$ cat src/pkg/gpio_port_consts.svh
/*
 constants for the four-bit gpio port: register offsets, field widths,
 and the reset value of the port registers.
 assumes it is included by bare name from package and design files.
*/
`ifndef GPIO_PORT_CONSTS_SVH
`define GPIO_PORT_CONSTS_SVH
`define GP_PINS 4
`define GP_OFS_DATA 12'h000
`define GP_OFS_DIR 12'h004
`define GP_OFS_PULLUP 12'h008
`define GP_OFS_SLEW 12'h00c
`define GP_OFS_DRIVE 12'h010
`define GP_RESET_VAL 4'h0
`endif

$ cat src/pkg/gpio_port_pkg.sv
/*
 types for the four-bit gpio port.
 assumes the constants header sits beside it.
*/
`include "gpio_port_consts.svh"
package gpio_port_pkg;
    // register select decoded from the apb address
    typedef enum logic [2:0] {
        SEL_NONE = 3'h0,
        SEL_DATA = 3'h1,
        SEL_DIR = 3'h2,
        SEL_PULLUP = 3'h3,
        SEL_SLEW = 3'h4,
        SEL_DRIVE = 3'h5
    } reg_sel_t;
endpackage

$ cat src/hdl/gpio_port.sv
/*
 four-bit gpio port with apb register access: data latch, direction,
 pullup, slew and drive controls per pin.
 assumes an apb master on pclk and pad cells that resolve pin_out/pin_oe.
*/
`timescale 1ns/1ps
`default_nettype none
`include "gpio_port_consts.svh"
module gpio_port #(
    parameter int PINS = `GP_PINS
) (
    input wire logic pclk,
    input wire logic presetn,
    input wire logic psel,
    input wire logic penable,
    input wire logic pwrite,
    input wire logic [11:0] paddr,
    input wire logic [31:0] pwdata,
    output logic [31:0] prdata,
    output logic pready,
    output logic pslverr,
    input wire logic [PINS-1:0] pin_in,
    output logic [PINS-1:0] pin_out,
    output logic [PINS-1:0] pin_oe,
    output logic [PINS-1:0] pin_pullup_on,
    output logic [PINS-1:0] pin_slew_on,
    output logic [PINS-1:0] pin_drive_high
);
    // software registers, reserved bits not stored
    logic [PINS-1:0] port_data_latch_r, port_data_latch_nxt;
    logic [PINS-1:0] port_direction_r, port_direction_nxt;
    logic [PINS-1:0] port_pullup_enable_r, port_pullup_enable_nxt;
    logic [PINS-1:0] port_slew_enable_r, port_slew_enable_nxt;
    logic [PINS-1:0] port_drive_strength_r, port_drive_strength_nxt;
    // bus answer registers
    logic [31:0] prdata_r, prdata_nxt;
    logic pready_r, pready_nxt;
    logic pslverr_r, pslverr_nxt;
    // pad control registers
    logic [PINS-1:0] pin_out_r, pin_out_nxt;
    logic [PINS-1:0] pin_oe_r, pin_oe_nxt;
    logic [PINS-1:0] pullup_r, pullup_nxt;
    logic [PINS-1:0] slew_r, slew_nxt;
    logic [PINS-1:0] drive_r, drive_nxt;
    // synchronised pin levels
    logic [PINS-1:0] pin_data_bits;
    gpio_port_pkg::reg_sel_t sel;
    logic access;

    // address decode, shared by read and write paths
    function automatic gpio_port_pkg::reg_sel_t decode(input logic [11:0] a);
        case (a)
            `GP_OFS_DATA: decode = gpio_port_pkg::SEL_DATA;
            `GP_OFS_DIR: decode = gpio_port_pkg::SEL_DIR;
            `GP_OFS_PULLUP: decode = gpio_port_pkg::SEL_PULLUP;
            `GP_OFS_SLEW: decode = gpio_port_pkg::SEL_SLEW;
            `GP_OFS_DRIVE: decode = gpio_port_pkg::SEL_DRIVE;
            default: decode = gpio_port_pkg::SEL_NONE;
        endcase
    endfunction

    // pins cross two flops before any logic sees them
    pin_sync #(.WIDTH(PINS)) u_sync (
        .pclk(pclk),
        .presetn(presetn),
        .async_in(pin_in),
        .sync_out(pin_data_bits)
    );

    assign sel = decode(paddr);
    // access phase completes in the first cycle: pready registered in setup
    assign access = psel && penable && pready_r;

    // register writes
    always_comb begin
        port_data_latch_nxt = port_data_latch_r;
        port_direction_nxt = port_direction_r;
        port_pullup_enable_nxt = port_pullup_enable_r;
        port_slew_enable_nxt = port_slew_enable_r;
        port_drive_strength_nxt = port_drive_strength_r;
        if (access && pwrite) begin
            case (sel)
                gpio_port_pkg::SEL_DATA: begin
                    port_data_latch_nxt = pwdata[PINS-1:0];
                end
                gpio_port_pkg::SEL_DIR: begin
                    port_direction_nxt = pwdata[PINS-1:0];
                end
                gpio_port_pkg::SEL_PULLUP: begin
                    port_pullup_enable_nxt = pwdata[PINS-1:0];
                end
                gpio_port_pkg::SEL_SLEW: begin
                    port_slew_enable_nxt = pwdata[PINS-1:0];
                end
                gpio_port_pkg::SEL_DRIVE: begin
                    port_drive_strength_nxt = pwdata[PINS-1:0];
                end
                // unmapped write: dropped, flagged by pslverr
                default: begin
                end
            endcase
        end
    end

    // bus answer: pready raised in setup so access lasts one cycle
    always_comb begin
        pready_nxt = psel && !penable;
        pslverr_nxt = psel && !penable && (decode(paddr) == gpio_port_pkg::SEL_NONE);
        prdata_nxt = 32'h0000_0000;
        if (psel && !penable && !pwrite) begin
            case (sel)
                gpio_port_pkg::SEL_DATA: begin
                    prdata_nxt[PINS-1:0] = (port_direction_r & port_data_latch_r)
                        | (~port_direction_r & pin_data_bits);
                end
                gpio_port_pkg::SEL_DIR: begin
                    prdata_nxt[PINS-1:0] = port_direction_r;
                end
                gpio_port_pkg::SEL_PULLUP: begin
                    prdata_nxt[PINS-1:0] = port_pullup_enable_r;
                end
                gpio_port_pkg::SEL_SLEW: begin
                    prdata_nxt[PINS-1:0] = port_slew_enable_r;
                end
                gpio_port_pkg::SEL_DRIVE: begin
                    prdata_nxt[PINS-1:0] = port_drive_strength_r;
                end
                default: begin
                    prdata_nxt = 32'h0000_0000;
                end
            endcase
        end
    end

    // pad controls from the next register values; updated on the same edge as a write
    always_comb begin
        pin_out_nxt = port_data_latch_nxt & port_direction_nxt;
        pin_oe_nxt = port_direction_nxt;
        pullup_nxt = port_pullup_enable_nxt & ~port_direction_nxt;
        slew_nxt = port_slew_enable_nxt & port_direction_nxt;
        drive_nxt = port_drive_strength_nxt;
    end

    // all state; reset to zero, pins undriven
    always_ff @(posedge pclk or negedge presetn) begin
        if (!presetn) begin
            port_data_latch_r <= `GP_RESET_VAL;
            port_direction_r <= `GP_RESET_VAL;
            port_pullup_enable_r <= `GP_RESET_VAL;
            port_slew_enable_r <= `GP_RESET_VAL;
            port_drive_strength_r <= `GP_RESET_VAL;
            prdata_r <= 32'h0000_0000;
            pready_r <= 1'b0;
            pslverr_r <= 1'b0;
            pin_out_r <= '0;
            pin_oe_r <= '0;
            pullup_r <= '0;
            slew_r <= '0;
            drive_r <= '0;
        end else begin
            port_data_latch_r <= port_data_latch_nxt;
            port_direction_r <= port_direction_nxt;
            port_pullup_enable_r <= port_pullup_enable_nxt;
            port_slew_enable_r <= port_slew_enable_nxt;
            port_drive_strength_r <= port_drive_strength_nxt;
            prdata_r <= prdata_nxt;
            pready_r <= pready_nxt;
            pslverr_r <= pslverr_nxt;
            pin_out_r <= pin_out_nxt;
            pin_oe_r <= pin_oe_nxt;
            pullup_r <= pullup_nxt;
            slew_r <= slew_nxt;
            drive_r <= drive_nxt;
        end
    end

    assign prdata = prdata_r;
    assign pready = pready_r;
    assign pslverr = pslverr_r;
    assign pin_out = pin_out_r;
    assign pin_oe = pin_oe_r;
    assign pin_pullup_on = pullup_r;
    assign pin_slew_on = slew_r;
    assign pin_drive_high = drive_r;

    // checks

    property p_oe_follows_dir;
        @(posedge pclk) disable iff (!presetn)
        pin_oe == port_direction_r;
    endproperty
    a_oe_follows_dir: assert property (p_oe_follows_dir) else $error("oe differs from direction");

    property p_out_from_latch;
        @(posedge pclk) disable iff (!presetn)
        pin_out == (port_data_latch_r & port_direction_r);
    endproperty
    a_out_from_latch: assert property (p_out_from_latch) else $error("pin drive not latch");

    property p_pullup_off_out;
        @(posedge pclk) disable iff (!presetn)
        (pin_pullup_on & pin_oe) == '0;
    endproperty
    a_pullup_off_out: assert property (p_pullup_off_out) else $error("pullup on output pin");

    property p_pullup_in;
        @(posedge pclk) disable iff (!presetn)
        pin_pullup_on == (port_pullup_enable_r & ~port_direction_r);
    endproperty
    a_pullup_in: assert property (p_pullup_in) else $error("pullup wrong");

    property p_slew_in_none;
        @(posedge pclk) disable iff (!presetn)
        (pin_slew_on & ~pin_oe) == '0;
    endproperty
    a_slew_in_none: assert property (p_slew_in_none) else $error("slew on input pin");

    property p_slew_out;
        @(posedge pclk) disable iff (!presetn)
        pin_slew_on == (port_slew_enable_r & port_direction_r);
    endproperty
    a_slew_out: assert property (p_slew_out) else $error("slew wrong");

    property p_drive;
        @(posedge pclk) disable iff (!presetn)
        pin_drive_high == port_drive_strength_r;
    endproperty
    a_drive: assert property (p_drive) else $error("drive wrong");

    property p_data_write;
        @(posedge pclk) disable iff (!presetn)
        (access && pwrite && sel == gpio_port_pkg::SEL_DATA)
            |=> port_data_latch_r == $past(pwdata[PINS-1:0]);
    endproperty
    a_data_write: assert property (p_data_write) else $error("latch not updated");

    property p_read_upper_zero;
        @(posedge pclk) disable iff (!presetn)
        pready |-> prdata[31:PINS] == '0;
    endproperty
    a_read_upper_zero: assert property (p_read_upper_zero) else $error("reserved bits nonzero");

    property p_one_cycle_access;
        @(posedge pclk) disable iff (!presetn)
        (psel && !penable) |=> pready ##1 !pready;
    endproperty
    a_one_cycle_access: assert property (p_one_cycle_access) else $error("pready timing");

    // read mux: input bits show the synchronised pin level from setup
    property p_read_input;
        @(posedge pclk) disable iff (!presetn)
        (psel && !penable && !pwrite && sel == gpio_port_pkg::SEL_DATA)
            |=> (prdata[PINS-1:0] & ~$past(port_direction_r))
            == ($past(pin_data_bits) & ~$past(port_direction_r));
    endproperty
    a_read_input: assert property (p_read_input) else $error("input bit not pin level");

    property p_read_output;
        @(posedge pclk) disable iff (!presetn)
        (psel && !penable && !pwrite && sel == gpio_port_pkg::SEL_DATA)
            |=> (prdata[PINS-1:0] & $past(port_direction_r))
            == ($past(port_data_latch_r) & $past(port_direction_r));
    endproperty
    a_read_output: assert property (p_read_output) else $error("output bit not latch");

    property p_dir_write;
        @(posedge pclk) disable iff (!presetn)
        (access && pwrite && sel == gpio_port_pkg::SEL_DIR)
            |=> port_direction_r == $past(pwdata[PINS-1:0]);
    endproperty
    a_dir_write: assert property (p_dir_write) else $error("direction not written");

    property p_pullup_write;
        @(posedge pclk) disable iff (!presetn)
        (access && pwrite && sel == gpio_port_pkg::SEL_PULLUP)
            |=> pin_pullup_on == ($past(pwdata[PINS-1:0]) & ~port_direction_r);
    endproperty
    a_pullup_write: assert property (p_pullup_write) else $error("pullup pad wrong");

    property p_drive_write;
        @(posedge pclk) disable iff (!presetn)
        (access && pwrite && sel == gpio_port_pkg::SEL_DRIVE)
            |=> pin_drive_high == $past(pwdata[PINS-1:0]);
    endproperty
    a_drive_write: assert property (p_drive_write) else $error("drive pad wrong");

    // reset checks carry no disable so they see the reset cycles themselves
    property p_rst_latch;
        @(posedge pclk)
        !$past(presetn) |-> (port_data_latch_r == '0) && (pin_out == '0);
    endproperty
    a_rst_latch: assert property (p_rst_latch) else $error("latch not cleared");

    property p_rst_pads;
        @(posedge pclk)
        !$past(presetn) |-> (pin_oe == '0) && (pin_pullup_on == '0);
    endproperty
    a_rst_pads: assert property (p_rst_pads) else $error("pads driven after reset");
endmodule
`default_nettype wire

$ cat src/hdl/pin_sync.sv
/*
 two flip-flop synchroniser for the port pin inputs.
 assumes pins are asynchronous to pclk.
*/
`timescale 1ns/1ps
`default_nettype none
module pin_sync #(
    parameter int WIDTH = 4
) (
    input wire logic pclk,
    input wire logic presetn,
    input wire logic [WIDTH-1:0] async_in,
    output logic [WIDTH-1:0] sync_out
);
    logic [WIDTH-1:0] meta_r; // first stage, read only by second
    logic [WIDTH-1:0] meta_nxt;
    logic [WIDTH-1:0] sync_r;
    logic [WIDTH-1:0] sync_nxt;

    // next values: plain shift
    always_comb begin
        meta_nxt = async_in;
        sync_nxt = meta_r;
    end

    // registers
    always_ff @(posedge pclk or negedge presetn) begin
        if (!presetn) begin
            meta_r <= '0;
            sync_r <= '0;
        end else begin
            meta_r <= meta_nxt;
            sync_r <= sync_nxt;
        end
    end

    assign sync_out = sync_r;
endmodule
`default_nettype wire

$ cat config.mk
export PLATFORM = sky130hd
export DESIGN_NAME = gpio_port
export DESIGN_NICKNAME = d
export VERILOG_FILES = /design/src/pkg/gpio_port_pkg.sv /design/src/hdl/gpio_port.sv /design/src/hdl/pin_sync.sv
export VERILOG_INCLUDE_DIRS = /design/src /design/src/pkg
export SDC_FILE = /design/constraint.sdc
export NUM_CORES = 1
export LEC_CHECK = 0
export BUFFER_PORTS_ARGS = -buffer_cell sky130_fd_sc_hd__buf_2
export CAP_MARGIN = 20
export CORE_MARGIN = 2
export CORE_UTILIZATION = 45
export CTS_BUF_LIST = sky130_fd_sc_hd__clkbuf_4 sky130_fd_sc_hd__clkbuf_8
export DETAILED_ROUTE_END_ITERATION = 10
export GPL_TIMING_DRIVEN = 1
export MAX_ROUTING_LAYER = met4
export PLACE_DENSITY = 0.77
export SLEW_MARGIN = 20
export SYNTH_ARGS = -nofsm -noshare
export SYNTH_HDL_FRONTEND = slang
export SYNTH_SLANG_ARGS = --single-unit
$ cat constraint.sdc
create_clock -name pclk -period 2.75 [get_ports pclk]
set_input_delay 0.275 -clock pclk [delete_from_list [all_inputs] [get_ports pclk]]
set_output_delay 0.275 -clock pclk [all_outputs]
set_load 0.03 [all_outputs]
**Word-level counts from Yosys, hierarchy flattened**

Cells that the tools add are included.

- Add/sub/neg operators: 0
- Multipliers: 0
- Divide/modulo/power cells: 0
- $lt $le $gt $ge: 0
- Equal/unequal tests: 9
- Shift-type cells: 0
- Muxes and demuxes: 11
- Bitwise gates (word level): 8
- Reduce and logical (&&, ||, !) cells: 11

Operator list:

| kind | count |
|---|---|
| two-way mux 4 bit | 9 |
| equality test 12 x 4 -> 1 bit (second input constant) | 2 |
| AND 4 bit | 5 |
| case mux 4 bit (5 select lines) | 1 |
| case mux 3 bit (5 select lines) | 1 |
| equality test 12 x 3 -> 1 bit (second input constant) | 1 |
| equality test 12 x 5 -> 1 bit (second input constant) | 1 |
| zero test 12 bit | 1 |
| inverter 4 bit | 2 |
| equality test 3 x 2 -> 1 bit (second input constant) | 2 |
| equality test 3 bit (second input constant) | 2 |
| logical AND 1 bit | 6 |
| OR 4 bit | 1 |
| equality test 3 x 1 -> 1 bit (second input constant) | 1 |
| zero test 3 bit | 1 |
| zero test 1 bit | 2 |
| AND reduction 2 bit | 1 |

- Register bits: 74
- Latch bits: 0
- Bits in writable memories: 0
- ROM bits: 0
- Bits of input ports: 53
- Output and inout bits: 54
- Memories: 0

**Depth between registers and ports, before layout**

- Word-level depth: 7
- Gate-level depth with buffers: 6

**Hierarchy**

A second synthesis with hierarchy kept.

- Cell total of the unflattened synthesis: 228
- Area, all modules: 2,463.6 µm²

By module, submodules not included:

| module | times used | cells an instance | area each (µm²) | sequential area each (µm²) |
|---|---|---|---|---|
| gpio_port | 1 | 220 | 2,263.4 | 950.9 |
| pin_sync | 1 | 8 | 200.2 | 200.2 |

**Worst setup path after synthesis**

Ideal clock, no wire load.

- Kind: register -> register
- Start: reg pready_r, in the netlist pready
- End: reg port_pullup_enable_r[0]
- Data arrival time: 1,610 ps
- Data required time: 2,625 ps
- Slack: 1,016 ps
- Cell stages (with the launch flop): 6
- Clock period less this slack: 1,734 ps
- Cells stage by stage: dfrtp_1 > and4_1 > clkbuf_1 > and4_1 > and2_4 > mux2_2

- Cells in the longest elaborated chain, start to end: 3

Ends and longest elaborated chain:

| element | RTL line | text |
|---|---|---|
| start, declared | gpio_port.sv:37 | `logic pready_r, pready_nxt;` |
| start signal, assigned | gpio_port.sv:167 | `pready_r <= pready_nxt;` |
| logical AND 1 bit | gpio_port.sv:72 | `assign access = psel && penable && pready_r;` |
| logical AND 1 bit | gpio_port.sv:81 | `if (access && pwrite) begin` |
| two-way mux 4 bit | gpio_port.sv:81 |  |
| via port_pullup_enable_nxt[0] | gpio_port.sv:32 | `logic [PINS-1:0] port_pullup_enable_r, port_pullup_enable_nxt;` |
| end signal, assigned | gpio_port.sv:149 | `` port_pullup_enable_r <= `GP_RESET_VAL; `` |
| end signal, assigned | gpio_port.sv:163 | `port_pullup_enable_r <= port_pullup_enable_nxt;` |
| end, declared | gpio_port.sv:32 |  |

The timed path passes the listed nets, and every way through them passes these cells.
A chain may end at the register's enable or synchronous reset.

**Worst setup path after layout**

Same ends and word-level chain as after synthesis.

==> key figures <==
Run status
  • Status: finished, violations left
  • Violations in the final reports: negative hold slack

Logic synthesis
  • Avg Cell Area, Syn: 10.9 um2
  • Post-Syn Area: 0.00240 mm2
  • Async S/R FF share, synth: 100%
  • Most used flip-flop cell after synthesis: dfrtp_1
  • Netlist cell types: 36
  • Synth Register Bits: 46
  • Synthesized instance count: 219
  • Synth warnings: 0
  • Register area share after synthesis: 48.0%
  • Number of synthesized flops with an enable pin: 0

Cells and area
  • Area Growth Syn to Fin: 12.3%
  • Layout filler cell count: 486
  • Share of layout cells above drive strength 1: 34.3%
  • Commonest non-fill, non-tap cells in the layout: buf_2, dfrtp_1, conb_1
  • Antenna cells: 0
  • Most common cell after layout, fill and taps aside: buf_2
  • Nets@finish: 317

Drt
  • Via Count: 1752
  • DRT iter0 DRCs: 128
  • DRC Markers: 0
  • Final WL: 4930 um
  • Drt wl/cell: 14.7 um
  • Routed Antenna Nets: 0
  • Drt pass-1 iters: 4
  • Vias per std cell: 5.23

STA
  • Setup TNS: 0 ns
  • # setup viols final: 0
  • Clock Skews: 0.00517 ns
  • Unrepaired setup endpoints after global routing: no
  • Fin crit period: 1.87 ns
  • Endpoints failing hold: 46
  • Relative slew slack: 58.3%
  • WHS: -0.0379 ns
  • Slew @ Worst Pin: 0.624 ns
  • Tcrit/Tclk final: 68.0%
  • Slew Viols, Final: 0
  • Fmax achieved: 0.534 GHz

Setup path
  • Reg2reg path depth: 4
  • Crit path capture type: register
  • Slowest CP cell: and4_1
  • Type of origin of the critical path: register
  • Critical Path RT: 2.93 ns
  • Crit Path Max Fanout: 13
  • Worst-path cell chain: and4_1 -> and4_1 -> and2_4 -> mux2_2
  • RR Endpoint: port_pullup_enable_r[0]$_DFF_PN0_
  • Critical path arrival: 2.05 ns
  • CP max stage delay: 0.51 ns
  • CP delay by family, top: simple AND/OR/NAND/NOR gates
  • Buffer and inverter count on the worst path: 0
  • CP most frequent cell: and4_1
  • CP Class: register to register
  • Worst reg2reg setup slack: 0.88 ns
  • Reg-to-reg startpoint: pready$_DFF_PN0_

Pwr
  • Comb pwr share: 10.1%
  • Static Leak: 1.31 nW
  • PwrDens: 491 mW/mm2
  • VDD IR max: 0.249 mV
  • P_int: 990 uW
  • Reg power frac: 51.9%
  • Switching Fraction: 25.0%
  • Final Total Pwr: 1.32 mW
  • Switch Pwr: 330 uW
  • Clock share of power: 37.9%

Die
  • Cell Rows: 26
  • Die H: 77.0 um
  • Io pins: 107
  • Placeable Area: 0.00514 mm2
  • Initial Util: 46.6%
  • Die Width: 77.0 um
  • Die footprint: 0.00593 mm2

GRT
  • Largest net degree at the start of global routing: 47
  • Global route overflow: 0
  • Global-route wire length before repair: 7930 um
  • Number of global-route vias before repair: 1609
  • Initial antenna violation count: 0
  • GRT Total Usage: 17.4%

Clock tree
  • Worst skew pair latency: 0.29 ns
  • PostCTS Resize Cnt: 0
  • Root Driver: clkbuf_8
  • Reg clk slew, reported paths: 0.08 ns
  • Clock buffer depth: 2
  • # clock sinks: 46
  • CTS tree: done
  • Setup bufs post-CTS: 0
  • Cts bufs inserted: 5
  • H-tree Lvls: 2
  • Hold Buf Count CTS: 0

Placed design
  • Dpl hpwl: 3620 um
  • Buffers added on ports: 50
  • Placer Congestion: 0.841

Hold path
  • Min-delay worst type: primary input to asynchronous set/reset pin

Job
  • Max-cap violations: 0
## synthesized netlist by cell type, types with 2 or more instances
library cell | instances | area, um2
a21oi_1 | 8 | 40.0
a22oi_1 | 8 | 60.1
a41oi_1 | 4 | 35.0
and4_1 | 5 | 43.8
buf_2 | 2 | 10.0
buf_4 | 30 | 225
clkbuf_1 | 8 | 30.0
dfrtp_1 | 46 | 1150
inv_1 | 5 | 18.8
mux2_2 | 16 | 180
mux2_4 | 4 | 60.1
nand2_1 | 3 | 11.3
nand2b_1 | 5 | 31.3
nand3_1 | 9 | 45.0
nand4_1 | 2 | 12.5
nand4b_1 | 4 | 35.0
nor2_1 | 16 | 60.1
nor2b_1 | 2 | 12.5
nor3_1 | 3 | 15.0
nor3_2 | 3 | 30.0
nor4_1 | 2 | 12.5
nor4_4 | 3 | 63.8
o211ai_1 | 4 | 30.0
o21a_1 | 5 | 37.5
o21ai_0 | 8 | 40.0
o22ai_1 | 4 | 25.0
## stage by stage
stage / instances / utilization [%] / instance area, um2 / setup WS (ns)
final: 335 / 52.4 / 2690 / 0.879
after global placement: 327 / 50.1 / 2570 / 0.729
after CTS: 335 / 52.3 / 2690 / 0.901
after floorplan: 246 / - / 2500 / 1.02
after detailed placement: 327 / 50.1 / 2570 / 0.696
after global routing: 335 / 52.4 / 2690 / 0.785
## power by group through the flow
stage / logic [mW] / clock network, mW / registers (mW)
floorplan: 0.111 / 0 / 0.702
global placement: 0.131 / 0 / 0.699
detailed placement: 0.133 / 0 / 0.699
CTS: 0.133 / 0.512 / 0.685
global route: 0.145 / 0.532 / 0.686
finish: 0.134 / 0.501 / 0.685
## routing by layer
metal | wire length (um) | track usage [%] | part of all wire [%]
met1 | 2250 | 24.1 | 46
met4 | 72 | 7.68 | 1.5
met2 | 2270 | 25.4 | 46
met5 | 0 | - | 0
met3 | 327 | 2.82 | 6.6
## area by class of cell
class,instances,area [um2],share of cell area (%)
inverters,5,18.8,0.697
clock buffers,6,76.3,2.84
clock inverters,2,37.5,1.39
multi-input cells,154,1050,39.1
repair buffers,52,268,9.95
flip-flops and latches,46,1150,42.8
well taps,70,87.6,3.25
## cell families (layout without fill, tap and decap cells)
logic type / Yosys count / after routing / share of synthesized area, %
other: 1 / 28 / 0.156
buffers and inverters: 46 / 65 / 12.3
and+or+nand+nor: 64 / 64 / 17.9
muxes: 20 / 20 / 10.0
AOI/OAI and AO/OA: 42 / 42 / 11.6
DFF: 46 / 46 / 48.0
## worst max-delay path by stage
| stage | from | to | slack [ns] | cells after the start |
|---|---|---|---|---|
| 2_1_floorplan | pready$_DFF_PN0_ | port_pullup_enable_r[0]$_DFF_PN0_ | 1.02 | 5 |
| 3_3_place_gp | paddr[9] | port_pullup_enable_r[3]$_DFF_PN0_ | 0.73 | 5 |
| 3_5_place_dp | paddr[9] | port_pullup_enable_r[0]$_DFF_PN0_ | 0.70 | 5 |
| 4_1_cts | pready$_DFF_PN0_ | port_pullup_enable_r[1]$_DFF_PN0_ | 0.90 | 4 |
| 5_1_grt | pready$_DFF_PN0_ | port_pullup_enable_r[1]$_DFF_PN0_ | 0.78 | 4 |
| 6_report | pready$_DFF_PN0_ | port_pullup_enable_r[0]$_DFF_PN0_ | 0.88 | 4 |
## worst reg2reg max path: cells and delay by family, from the launching register on
kind	cells	cell delay [ns]
flip-flops	1	0.34
AND/OR/NAND/NOR	3	1.08
multiplexers	1	0.33
## state kept, by name (all words and copies together) (netlist names)
register,count
port_data_latch_r,4
pin_out,4
u_sync.meta_r,4
pslverr,1
port_pullup_enable_r,4
pin_pullup_on,4
pin_oe,4
pin_drive_high,4
pin_slew_on,4
prdata,4
port_slew_enable_r,4
u_sync.sync_out,4
pready,1
No activity file was read; power rests on OpenSTA's default activity.
